$ cat config.mk
export PLATFORM = sky130hd
export DESIGN_NAME = cvd_sequencer
export DESIGN_NICKNAME = d
export VERILOG_FILES = /design/src/rtl/cvd_pkg.sv /design/src/rtl/cvd_if.sv /design/src/rtl/stage_timer.sv /design/src/rtl/pump_ready.sv /design/src/rtl/cvd_sequencer.sv
export VERILOG_INCLUDE_DIRS = /design/src /design/src/rtl
export SDC_FILE = /design/constraint.sdc
export NUM_CORES = 1
export LEC_CHECK = 0
export BUFFER_PORTS_ARGS = -buffer_cell sky130_fd_sc_hd__buf_2
export CAP_MARGIN = 10
export CELL_PAD_IN_SITES_DETAIL_PLACEMENT = 1
export CELL_PAD_IN_SITES_GLOBAL_PLACEMENT = 1
export CORE_ASPECT_RATIO = 1.5
export CORE_MARGIN = 2
export CORE_UTILIZATION = 46
export DETAILED_ROUTE_END_ITERATION = 8
export PLACE_DENSITY_LB_ADDON = 0.1
export SLEW_MARGIN = 20
export SYNTH_ARGS = -nofsm -noshare
export SYNTH_HDL_FRONTEND = slang
export SYNTH_SLANG_ARGS = --single-unit
export TNS_END_PERCENT = 1
$ cat constraint.sdc
create_clock -name CLK_I -period 3.9 [get_ports CLK_I]
set_input_delay 0.78 -clock CLK_I [delete_from_list [all_inputs] [get_ports CLK_I]]
set_output_delay 0.78 -clock CLK_I [all_outputs]
set_load 0.01 [all_outputs]
$ cat src/rtl/cvd_defines.svh
`ifndef CVD_DEFINES_SVH
`define CVD_DEFINES_SVH
`define CLK_PERIOD_NS 10
`define OFS_CTRL0 8'h00
`define OFS_CTRL1 8'h04
`define OFS_PRE 8'h08
`define OFS_ACQ 8'h0c
`define OFS_PUMP 8'h10
`define OFS_STAT 8'h14
`define OFS_CHAN 8'h18
`define B_ON 0
`define B_START 1
`define B_CONTINUOUS_SELECT 2
`define B_DBL 3
`define B_PRECHARGE_POLARITY 0
`define B_GPOL 1
`define B_INV 2
`define B_PUMP_EN 0
`define B_PUMP_RDY 1
`define B_DONE 0
`define B_BUSY 1
`define B_SECOND 2
`define RST_PRE 8'h00
`define RST_ACQ 13'h0000
`define RST_CHAN 6'h00
`define RST_OE_N 1'b1
`define ACQ_MAX_CYC 13'h1fff
`define CONV_CYC 13'h000f
`define PUMP_START_NS 1000
`define PUMP_START_CYC ((`PUMP_START_NS + `CLK_PERIOD_NS - 1) / `CLK_PERIOD_NS)
`endif

$ cat src/rtl/cvd_pkg.sv
package cvd_pkg;
    typedef enum logic [1:0] {
        ST_IDLE = 2'b00,
        ST_PRE = 2'b01,
        ST_ACQ = 2'b11,
        ST_CONV = 2'b10
    } stage_t;

    typedef struct packed {
        stage_t st;
        logic on;
        logic start;
        logic continuous_select;
        logic dbl;
        logic precharge_polarity;
        logic gpol;
        logic inv;
        logic [7:0] pre;
        logic [12:0] acq;
        logic pump_en;
        logic done;
        logic [5:0] chan;
        logic dirty;
        logic second;
        logic pol;
        logic ga;
        logic gb;
        logic ld;
        logic [12:0] len;
        logic hold_pre;
        logic pin_lvl;
        logic oe_n;
        logic connect;
        logic convert;
        logic ack;
        logic [31:0] dat;
    } ctl_t;

    typedef struct packed {
        logic [12:0] cnt;
    } tmr_t;

    typedef struct packed {
        logic [15:0] cnt;
        logic rdy;
    } pump_t;
endpackage

$ cat src/rtl/cvd_if.sv
`timescale 1ns/1ps
interface stage_if;
    logic ld;
    logic [12:0] len;
    logic done;
    modport ctrl (output ld, output len, input done);
    modport tmr (input ld, input len, output done);
endinterface

interface pump_if;
    logic en;
    logic rdy;
    modport ctrl (output en, input rdy);
    modport pump (input en, output rdy);
endinterface

$ cat src/rtl/stage_timer.sv
`timescale 1ns/1ps
`include "cvd_defines.svh"
module stage_timer (
    // clock and reset
    input wire logic clk_i,
    input wire logic rst_n_i,
    // stage control
    stage_if.tmr tif
);
    cvd_pkg::tmr_t s_q;
    cvd_pkg::tmr_t s_d;

    // a stage lasts len cycles: done marks its last cycle
    assign tif.done = (s_q.cnt == 13'h0001);

    always_comb begin
        s_d = s_q;
        if (tif.ld) begin
            s_d.cnt = tif.len;
        end else if (s_q.cnt != 13'h0000) begin
            s_d.cnt = s_q.cnt - 13'h0001;
        end
    end

    always_ff @(posedge clk_i or negedge rst_n_i) begin
        if (!rst_n_i) begin
            s_q <= '0;
        end else begin
            s_q <= s_d;
        end
    end
endmodule

$ cat src/rtl/pump_ready.sv
`timescale 1ns/1ps
`include "cvd_defines.svh"
module pump_ready (
    // clock and reset
    input wire logic clk_i,
    input wire logic rst_n_i,
    // pump control
    pump_if.pump pif
);
    localparam logic [15:0] CNT_LAST = 16'(`PUMP_START_CYC - 1);
    cvd_pkg::pump_t s_q;
    cvd_pkg::pump_t s_d;

    assign pif.rdy = s_q.rdy;

    always_comb begin
        s_d = s_q;
        if (!pif.en) begin
            s_d = '0;
        end else if (!s_q.rdy) begin
            if (s_q.cnt == CNT_LAST) begin
                s_d.rdy = 1'b1;
            end else begin
                s_d.cnt = s_q.cnt + 16'h0001;
            end
        end
    end

    always_ff @(posedge clk_i or negedge rst_n_i) begin
        if (!rst_n_i) begin
            s_q <= '0;
        end else begin
            s_q <= s_d;
        end
    end
endmodule

$ cat src/rtl/cvd_sequencer.sv
`timescale 1ns/1ps
`include "cvd_defines.svh"
// Functional notes
// - Precharge is used only when the precharge time is non-zero.
// - Precharge begins on software start, trigger or computation restart.
// - Zero precharge time at conversion start skips the precharge stage.
// - In precharge the hold cap is detached and tied per precharge polarity.
// - In precharge the channel pin drives a digital level from the polarity.
// - The sensor path is precharged opposite to the hold cap.
// - Precharge pin drive overrides the pin direction setting.
// - Precharge length is timed from the precharge time register.
// - Acquisition follows start or precharge and is timed by its register.
// - Acquisition releases the pin drive and connects channel to hold cap.
// - With precharge, zero acquisition time means 8191 cycles.
// - Without precharge, zero acquisition time skips acquisition unless the channel changed.
// - After a channel change an acquisition completes before conversion.
// - The hold cap is never discharged between conversions.
// - Differential mode repeats the sequence with inverted precharge levels.
// - Pump enable starts pump; ready only after start-up time.
// - First precharge drives both guard outputs to guard polarity.
// - Acquisition inverts first guard output; second keeps its level.
// - With invert bit, second precharge guards opposite, first toggles again.
// - Completion clears start unless continuous, and sets the done flag.
module cvd_sequencer #(
    parameter logic [12:0] ACQ_MAX = `ACQ_MAX_CYC
) (
    // clock and reset
    input wire logic CLK_I,
    input wire logic RESETN_I,
    // wishbone slave
    input wire logic CYC_I,
    input wire logic STB_I,
    input wire logic WE_I,
    input wire logic [7:0] ADR_I,
    input wire logic [3:0] SEL_I,
    input wire logic [31:0] DAT_I,
    output logic [31:0] DAT_O,
    output logic ACK_O,
    // conversion starts
    input wire logic TRIGGER_I,
    input wire logic RESTART_I,
    // analog front end
    output logic [5:0] CHANNEL_O,
    output logic HOLD_PRECHARGE_O,
    output logic HOLD_LEVEL_O,
    output logic CHANNEL_CONNECT_O,
    output logic CONVERT_O,
    // channel pin
    output logic PIN_OUT_O,
    output logic PIN_OE_N_O,
    // guard rings
    output logic GUARD_FIRST_O,
    output logic GUARD_SECOND_O,
    // charge pump and status
    output logic PUMP_ON_O,
    output logic PUMP_READY_O,
    output logic DONE_O
);
    cvd_pkg::ctl_t s_q;
    cvd_pkg::ctl_t s_d;
    logic wr;
    logic set_done;
    logic [15:0] acq_w;

    stage_if t_if ();
    pump_if p_if ();

    stage_timer u_tmr (
        .clk_i(CLK_I),
        .rst_n_i(RESETN_I),
        .tif(t_if)
    );

    pump_ready u_pump (
        .clk_i(CLK_I),
        .rst_n_i(RESETN_I),
        .pif(p_if)
    );

    assign t_if.ld = s_d.ld;
    assign t_if.len = s_d.len;
    assign p_if.en = s_q.pump_en;

    // byte-lane merge for the two low lanes
    function automatic logic [15:0] lane16(input logic [15:0] old, input logic [15:0] nw, input logic [1:0] sel);
        logic [15:0] r;
        r = old;
        if (sel[0]) begin
            r[7:0] = nw[7:0];
        end
        if (sel[1]) begin
            r[15:8] = nw[15:8];
        end
        return r;
    endfunction

    // acquisition length, zero selects the longest stage
    function automatic logic [12:0] acq_len(input logic [12:0] acq, input logic [12:0] amax);
        return (acq == 13'h0000) ? amax : acq;
    endfunction

    // opens one sample: precharge, else acquisition, else conversion
    function automatic cvd_pkg::ctl_t begin_sample(input cvd_pkg::ctl_t c, input logic sec,
                                                   input logic [12:0] amax);
        cvd_pkg::ctl_t r;
        logic g;
        r = c;
        g = c.gpol ^ (sec & c.inv);
        r.second = sec;
        r.pol = c.precharge_polarity ^ sec;
        r.ga = g;
        r.gb = g;
        r.ld = 1'b1;
        if (c.pre != 8'h00) begin
            r.st = cvd_pkg::ST_PRE;
            r.len = {5'h00, c.pre};
        end else if (c.acq != 13'h0000 || c.dirty) begin
            r.st = cvd_pkg::ST_ACQ;
            r.len = acq_len(c.acq, amax);
            r.ga = ~g;
        end else begin
            r.st = cvd_pkg::ST_CONV;
            r.len = `CONV_CYC;
        end
        return r;
    endfunction

    always_comb begin
        s_d = s_q;
        s_d.ld = 1'b0;
        s_d.len = 13'h0000;
        set_done = 1'b0;
        acq_w = lane16({3'h0, s_q.acq}, DAT_I[15:0], SEL_I[1:0]);
        wr = CYC_I & STB_I & WE_I & s_q.ack;
        s_d.ack = CYC_I & STB_I & ~s_q.ack;
        s_d.dat = 32'h0000_0000;

        case (s_q.st)
            cvd_pkg::ST_IDLE: begin
                if (s_q.on && (s_q.start || TRIGGER_I || RESTART_I)) begin
                    s_d = begin_sample(s_d, 1'b0, ACQ_MAX);
                    s_d.start = 1'b1;
                end
            end
            cvd_pkg::ST_PRE: begin
                if (t_if.done) begin
                    s_d.st = cvd_pkg::ST_ACQ;
                    s_d.ld = 1'b1;
                    s_d.len = acq_len(s_q.acq, ACQ_MAX);
                    s_d.ga = ~s_q.ga;
                end
            end
            cvd_pkg::ST_ACQ: begin
                if (t_if.done) begin
                    s_d.st = cvd_pkg::ST_CONV;
                    s_d.ld = 1'b1;
                    s_d.len = `CONV_CYC;
                    s_d.dirty = 1'b0;
                end
            end
            cvd_pkg::ST_CONV: begin
                if (t_if.done) begin
                    if (s_q.dbl && !s_q.second) begin
                        s_d = begin_sample(s_d, 1'b1, ACQ_MAX);
                    end else begin
                        set_done = 1'b1;
                        s_d.done = 1'b1;
                        if (s_q.continuous_select) begin
                            s_d = begin_sample(s_d, 1'b0, ACQ_MAX);
                        end else begin
                            s_d.start = 1'b0;
                            s_d.st = cvd_pkg::ST_IDLE;
                            s_d.second = 1'b0;
                        end
                    end
                end
            end
            default: begin
                s_d.st = cvd_pkg::ST_IDLE;
            end
        endcase

        if (!s_q.on) begin
            s_d.st = cvd_pkg::ST_IDLE;
            s_d.ld = 1'b0;
            s_d.second = 1'b0;
        end

        if (s_q.on && (TRIGGER_I || RESTART_I)) begin
            s_d.start = 1'b1;
        end

        if (wr) begin
            case (ADR_I)
                `OFS_CTRL0: begin
                    if (SEL_I[0]) begin
                        s_d.on = DAT_I[`B_ON];
                        s_d.start = DAT_I[`B_START] | (s_d.start & ~s_q.start);
                        s_d.continuous_select = DAT_I[`B_CONTINUOUS_SELECT];
                        s_d.dbl = DAT_I[`B_DBL];
                    end
                end
                `OFS_CTRL1: begin
                    if (SEL_I[0]) begin
                        s_d.precharge_polarity = DAT_I[`B_PRECHARGE_POLARITY];
                        s_d.gpol = DAT_I[`B_GPOL];
                        s_d.inv = DAT_I[`B_INV];
                    end
                end
                `OFS_PRE: begin
                    if (SEL_I[0]) begin
                        s_d.pre = DAT_I[7:0];
                    end
                end
                `OFS_ACQ: begin
                    s_d.acq = acq_w[12:0];
                end
                `OFS_PUMP: begin
                    if (SEL_I[0]) begin
                        s_d.pump_en = DAT_I[`B_PUMP_EN];
                    end
                end
                `OFS_STAT: begin
                    if (SEL_I[0] && DAT_I[`B_DONE] && !set_done) begin
                        s_d.done = 1'b0;
                    end
                end
                `OFS_CHAN: begin
                    if (SEL_I[0] && DAT_I[5:0] != s_q.chan) begin
                        s_d.chan = DAT_I[5:0];
                        s_d.dirty = 1'b1;
                    end
                end
                default: begin
                end
            endcase
        end

        if (CYC_I && STB_I && !WE_I && !s_q.ack) begin
            case (ADR_I)
                `OFS_CTRL0: begin
                    s_d.dat[`B_ON] = s_q.on;
                    s_d.dat[`B_START] = s_q.start;
                    s_d.dat[`B_CONTINUOUS_SELECT] = s_q.continuous_select;
                    s_d.dat[`B_DBL] = s_q.dbl;
                end
                `OFS_CTRL1: begin
                    s_d.dat[`B_PRECHARGE_POLARITY] = s_q.precharge_polarity;
                    s_d.dat[`B_GPOL] = s_q.gpol;
                    s_d.dat[`B_INV] = s_q.inv;
                end
                `OFS_PRE: s_d.dat[7:0] = s_q.pre;
                `OFS_ACQ: s_d.dat[12:0] = s_q.acq;
                `OFS_PUMP: begin
                    s_d.dat[`B_PUMP_EN] = s_q.pump_en;
                    s_d.dat[`B_PUMP_RDY] = p_if.rdy;
                end
                `OFS_STAT: begin
                    s_d.dat[`B_DONE] = s_q.done;
                    s_d.dat[`B_BUSY] = (s_q.st != cvd_pkg::ST_IDLE);
                    s_d.dat[`B_SECOND] = s_q.second;
                end
                `OFS_CHAN: s_d.dat[5:0] = s_q.chan;
                default: begin
                end
            endcase
        end

        // hold cap is only ever tied during precharge, never discharged
        s_d.hold_pre = (s_d.st == cvd_pkg::ST_PRE);
        s_d.pin_lvl = ~s_d.pol;
        s_d.oe_n = (s_d.st != cvd_pkg::ST_PRE);
        s_d.connect = (s_d.st == cvd_pkg::ST_ACQ);
        s_d.convert = (s_d.st == cvd_pkg::ST_CONV);
    end

    always_ff @(posedge CLK_I or negedge RESETN_I) begin
        if (!RESETN_I) begin
            s_q <= '0;
            s_q.pre <= `RST_PRE;
            s_q.acq <= `RST_ACQ;
            s_q.chan <= `RST_CHAN;
            s_q.oe_n <= `RST_OE_N;
        end else begin
            s_q <= s_d;
        end
    end

    assign DAT_O = s_q.dat;
    assign ACK_O = s_q.ack;
    assign CHANNEL_O = s_q.chan;
    assign HOLD_PRECHARGE_O = s_q.hold_pre;
    assign HOLD_LEVEL_O = s_q.pol;
    assign CHANNEL_CONNECT_O = s_q.connect;
    assign CONVERT_O = s_q.convert;
    assign PIN_OUT_O = s_q.pin_lvl;
    assign PIN_OE_N_O = s_q.oe_n;
    assign GUARD_FIRST_O = s_q.ga;
    assign GUARD_SECOND_O = s_q.gb;
    assign PUMP_ON_O = s_q.pump_en;
    assign PUMP_READY_O = p_if.rdy;
    assign DONE_O = s_q.done;
endmodule

Word-level counts from Yosys, hierarchy flattened
Index checks and enable logic that the tools add are counted.
{"block": "op_classes", "add_sub_neg": 2, "eq_ne": 27, "n_mux": 65, "n_bitwise": 14, "n_reduce_logical": 31}
{"operator": "two-way mux 95 bit", "count": 3}
{"operator": "two-way mux 13 bit", "count": 7}
{"operator": "one-hot mux 36 bit (2 select lines)", "count": 1}
{"operator": "one-hot mux 33 bit (2 select lines)", "count": 1}
{"operator": "one-hot mux 14 bit (4 select lines)", "count": 1}
{"operator": "two-way mux 55 bit", "count": 1}
{"operator": "two-way mux 37 bit", "count": 1}
{"operator": "two-way mux 17 bit", "count": 2}
{"operator": "two-way mux 14 bit", "count": 2}
{"operator": "nonzero test 13 bit", "count": 2}
{"operator": "equality test 8 x 5 -> 1 bit (second input constant)", "count": 3}
{"operator": "two-way mux 8 bit", "count": 3}
{"operator": "two-way mux 1 bit", "count": 19}
{"operator": "adder 16 x 1 -> 16 bit (second input constant)", "count": 1}
{"operator": "equality test 16 x 7 -> 1 bit (second input constant)", "count": 1}
{"operator": "equality test 8 x 4 -> 1 bit (second input constant)", "count": 2}
{"operator": "two-way mux 16 bit", "count": 1}
{"operator": "!= test 3 bit (second input constant)", "count": 5}
{"operator": "two-way mux 7 bit", "count": 2}
{"operator": "one-hot mux 2 bit (7 select lines)", "count": 1}
{"operator": "equality test 13 x 1 -> 1 bit (second input constant)", "count": 1}
{"operator": "logical NOT 13 bit", "count": 1}
{"operator": "subtractor 13 x 1 -> 13 bit (second input constant)", "count": 1}
{"operator": "two-way mux 2 bit", "count": 5}
{"operator": "33 further kinds", "count": 72}
{"block": "word_totals", "ff_bits": 111, "output_inout_bits": 50, "wordCells": 168}

Longest topological paths before layout
{"block": "logic_depth", "ltp_word": 14, "mapped_depth": 9, "ltp_nobuf": 8}

Modules after synthesis
A second synthesis with hierarchy kept.
{"block": "unflattened", "hier_cells": 546, "area_unflattened_um2": 5340.1}
{"module": "cvd_sequencer", "instances": 1, "cells_per_inst": 366, "area_each_um2": 3614.7, "seq_area_each_um2": 1552.7}
{"module": "pump_ready", "instances": 1, "cells_per_inst": 88, "area_each_um2": 894.6, "seq_area_each_um2": 425.4}
{"module": "stage_timer", "instances": 1, "cells_per_inst": 92, "area_each_um2": 830.8, "seq_area_each_um2": 325.3}

Least setup slack after synthesis
No wires, ideal clock.
{"block": "synth_path", "kind": "input-to-reg", "from": "input ADR_I[5]", "to": "register s_q (netlist bit CHANNEL_O[1])", "setup_ns": 0.125, "t_arrival_ns": 2.293, "path_slack_ns": 1.483, "path_stages": 6, "cell_sequence": "nor3_1 -> and3b_1 -> and3_1 -> buf_2 -> nor3b_2 -> mux2_2"}
{"block": "synth_via", "elab_chain_cells": 3}
{"element": "from (decl)", "line_no": "cvd_sequencer.sv:34", "rtl": "input wire logic [7:0] ADR_I,"}
{"element": "equality test 8 x 5 -> 1 bit", "line_no": "cvd_sequencer.sv:194", "rtl": "case (ADR_I)"}
{"element": "two-way mux 7 bit", "line_no": "cvd_sequencer.sv:194"}
{"element": "two-way mux 37 bit", "line_no": "cvd_sequencer.sv:193", "rtl": "if (wr) begin"}
{"element": "to (decl)", "line_no": "cvd_sequencer.sv:59", "rtl": "cvd_pkg::ctl_t s_q;"}
No other way between the ends.
A chain may end at the register's enable or synchronous reset.

Final worst setup path
{"block": "layout_path", "from": "register s_q[94] (netlist name)", "to": "register u_tmr.s_q[4] (netlist name)"}
{"block": "layout_via", "elab_chain_cells": 4, "word_cells_on_any_way": 8, "cone_classes": "eq/ne: 3; mux: 3; reduce/logical: 2"}
{"element": "equality test 2 bit, or another cell as far along", "line_no": "cvd_sequencer.sv:138", "rtl": "case (s_q.st)"}
{"element": "one-hot mux 14 bit (4 select lines) *", "line_no": "cvd_sequencer.sv:138"}
{"element": "two-way mux 1 bit", "line_no": "cvd_sequencer.sv:183", "rtl": "if (!s_q.on) begin"}
{"element": "two-way mux 13 bit / nonzero test 2 bit (equally long branches)"}
{"element": "to (signal assigned)", "line_no": "stage_timer.sv:27", "rtl": "s_q <= '0;"}
{"element": "to (signal assigned)", "line_no": "stage_timer.sv:29", "rtl": "s_q <= s_d;"}
{"element": "to (decl)", "line_no": "stage_timer.sv:10", "rtl": "cvd_pkg::tmr_t s_q;"}
Every way passes the cells marked *; elsewhere a longest branch is shown, timed or not.

==> results.cfg <==
[place]
gp_congestion = 0.8595
dp_hpwl_mm = 10.49
numPortBuffers = 60
placed_area_um2 = 5533

[critical_path]
arrival_ns = 2.94
critPathMaxStageDelay_ns = 0.51
required_ns = 4.17
start_kind = flop
endpoint_kind = flop
crit_chain = inv_1, ha_1, nor4b_1, nand4_1, o21ai_1, a22o_2, o21ai_0, a31oi_1
path_max_fanout = 14
crit_family = compound AO/OA/AOI/OAI gates
critical_path_class = reg -> reg
crit_buf_inv = 1
slowest_stage = o21ai_1

[clocking]
postCtsSetupRepairBufs = 0
cts_resized = 0
hold_buffers = 0
cts_tree = built
clock_sinks = 92
cts-root-buf = clkbuf_16
clockBufferDepth = 2
cts.clk_slew.worst_paths_ns = 0.07
htree_levels = 3
cts_buffers = 9
clkLatencyLatePin_ns = 0.34

[power]
irDropWorstVdd_mv = 0.3226
p_per_area_nw_per_um2 = 508.8
p_leak_nw = 2.699

[synthesis]
ys_ff_latch = 92
ys.flop_type = dfrtp_1
synth_top_area_share_pct = 42.93
ys_types = 66
synth_compound_area_share_pct = 14.04
syn_inst = 535
avgSynthCellArea_um2 = 9.914
synthTopCellsByArea = dfrtp_1, mux2_2, buf_4, xnor2_1, nand2_1
synth_top_family_by_area = simple AND/OR/NAND/NOR gates
yosys_warnings = 0
yosysTopAreaCell = dfrtp_1
async_flop_share_pct = 100.0
synth-edff-count = 0
seq_area_frac_synth_pct = 43.43
synth_mux_area_share_pct = 7.407
synth-xor-area-share_pct = 5.615
yosys.area_share.simple_pct = 19.51
synthAdderAreaFrac_pct = 1.887
synthesis.area_um2 = 5304

[grt]
grt_pass1_wl_mm = 22.90
first_global_vias = 4350
grt_max_degree = 35
antenna_found_initial = 0
overflow = 0
grt_use_total_pct = 23.40

[detailed_routing]
drt-initial-drc-count = 123
ant_nets = 0
num_vias = 4209
first_pass_iters = 5
finalWirelength_mm = 13.89
post_drt_wl_per_cell_um = 19.10
viasPerCell = 5.790
drc_errors = 0

[sta]
hold_violations = 0
slew_headroom_pct = 39.61
tns_ns = 0
max_freq_mhz = 373.9
tightestPinTransition_ns = 0.8990
finalCritPeriodShare_pct = 68.57
setup_violations = 0
slew_violations = 0
skew_ns = 0.009749
rsz0062_at_grt = no
period_minus_slack_ns = 2.674

[status]
outcome = complete, no violations

[floorplanning]
boundaryPins = 101
dieArea_um2 = 12420
initial_core_util_pct = 46.73
fp.coreArea_um2 = 11350
die_x_um = 91.68
num_rows = 48
die_y_um = 135.5

[final_layout]
seq_area_um2 = 2303
finalNetCount = 631
syn_to_final_growth_pct = 10.38
final_cell_area_um2 = 5854
n_fill_cell = 1285
drive_above_1_share_pct = 22.70
n_antenna_cell = 0
multi_input_area_um2 = 2641

[run]
maxCapViolations = 0

[worst_hold_path]
hp-class = in -> async
## flip-flops by register name (all words and copies together), names as in the netlist
name               count
CHANNEL_CONNECT_O      1
DONE_O                 1
s_q                   32
u_pump.s_q            16
PIN_OUT_O              1
GUARD_SECOND_O         1
CONVERT_O              1
u_pump.pif.rdy         1
CHANNEL_O              6
DAT_O                 13
u_tmr.s_q             13
PIN_OE_N_O             1
HOLD_LEVEL_O           1
ACK_O                  1
HOLD_PRECHARGE_O       1
PUMP_ON_O              1
GUARD_FIRST_O          1
## metal layers
metal / up-vias / GRT usage (%) / share of wire [%]
met2: 98 / 42.40 / 54
met4: 0 / 7.828 / 1.8
met1: 2149 / 28.17 / 41
li1: 1939 / - / -
met5: - / 0 / 0
met3: 23 / 3.561 / 2.8
## worst paths after layout
| check | start | slack (ns) | cells past startpoint | end |
|---|---|---|---|---|
| min reg2reg | s_q[56]$_DFF_PN0_ | 0.49 | 1 | s_q[56]$_DFF_PN0_ |
| max reg2reg | s_q[94]$_DFF_PN0_ | 1.23 | 8 | u_tmr.s_q[4]$_DFFE_PN0P_ |
| max | s_q[94]$_DFF_PN0_ | 1.23 | 8 | u_tmr.s_q[4]$_DFFE_PN0P_ |
| min | RESETN_I | 0.38 | 1 | u_pump.pif.rdy$_DFF_PN0_ |
| min in group CLK_I | s_q[56]$_DFF_PN0_ | 0.49 | 1 | s_q[56]$_DFF_PN0_ |
| max in group asynchronous | RESETN_I | 2.71 | 2 | u_tmr.s_q[2]$_DFFE_PN0P_ |
## synth_stat cells (3+ instances only)
| library cell | number |
|---|---|
| a21oi_1 | 24 |
| a221o_1 | 3 |
| a22oi_1 | 8 |
| a31oi_1 | 7 |
| and2_1 | 22 |
| and3_1 | 11 |
| and4_1 | 4 |
| buf_2 | 4 |
| buf_4 | 39 |
| clkbuf_1 | 13 |
| dfrtp_1 | 91 |
| ha_1 | 8 |
| inv_1 | 12 |
| mux2_2 | 34 |
| nand2_1 | 37 |
| nand2b_1 | 4 |
| nand3_1 | 18 |
| nand3b_1 | 3 |
| nand4_1 | 7 |
| nor2_1 | 30 |
| nor2b_1 | 5 |
| nor3_1 | 16 |
| nor3b_1 | 3 |
| nor4_1 | 7 |
| nor4b_1 | 4 |
| o211ai_1 | 6 |
| o21a_1 | 10 |
| o21ai_0 | 23 |
| o31ai_1 | 6 |
| xnor2_1 | 25 |
| xor2_1 | 9 |
## cell families after synthesis
logic type / after synthesis
AOI/OAI and AO/OA: 108
xor gates and xnor gates: 34
adders and majority gates: 8
buffers and inverters: 71
DFF: 92
muxes: 35
other: 1
and+or+nand+nor: 186
## layout make-up
cell class,instances,area share (%)
Multi-Input combinational cell,390,45.12
Sequential cell,92,39.35
Timing Repair Buffer,67,6.070
Clock buffer,9,3.847
Tap cell,150,3.206
Clock inverter,7,1.646
Inverter,12,0.7694
## power by group
group / leakage, nW / switching [mW] / internal, mW
sequential: 1.23 / 0.129 / 1.06
combinational: 1.31 / 0.497 / 0.341
clock: 0.160 / 0.381 / 0.565
## per-stage QoR
step	total power [mW]	worst slack [ns]	cells	hold WS (ns)	utilization, %
final	2.979	1.226	727	0.3846	51.58
after global routing	3.165	0.8784	727	0.4182	51.58
after CTS	3.005	1.211	727	0.3951	51.58
after detailed placement	2.051	0.9846	711	0.4737	48.74
after global placement	2.017	1.044	711	0.4659	48.74
after floorplan	1.822	1.483	553	0.4497	-
## cell usage in the layout (no fill, tap or decap), types with 3 or more instances in the layout
master      n
dfrtp_1    91
buf_2      59
nand2_1    37
mux2_2     34
nor2_1     30
xnor2_1    25
a21oi_1    24
o21ai_0    23
and2_1     22
conb_1     19
nand3_1    18
nor3_1     16
inv_1      12
and3_1     11
o21a_1     10
xor2_1      9
clkbuf_16   9
a22oi_1     8
ha_1        8
buf_4       8
nor4_1      7
nand4_1     7
a31oi_1     7
o31ai_1     6
o211ai_1    6
nor2b_1     5
nor4b_1     4
and4_1      4
nand2b_1    4
nand3b_1    3
a221o_1     3
nor3b_1     3
Power figures use the tool's default switching activity.
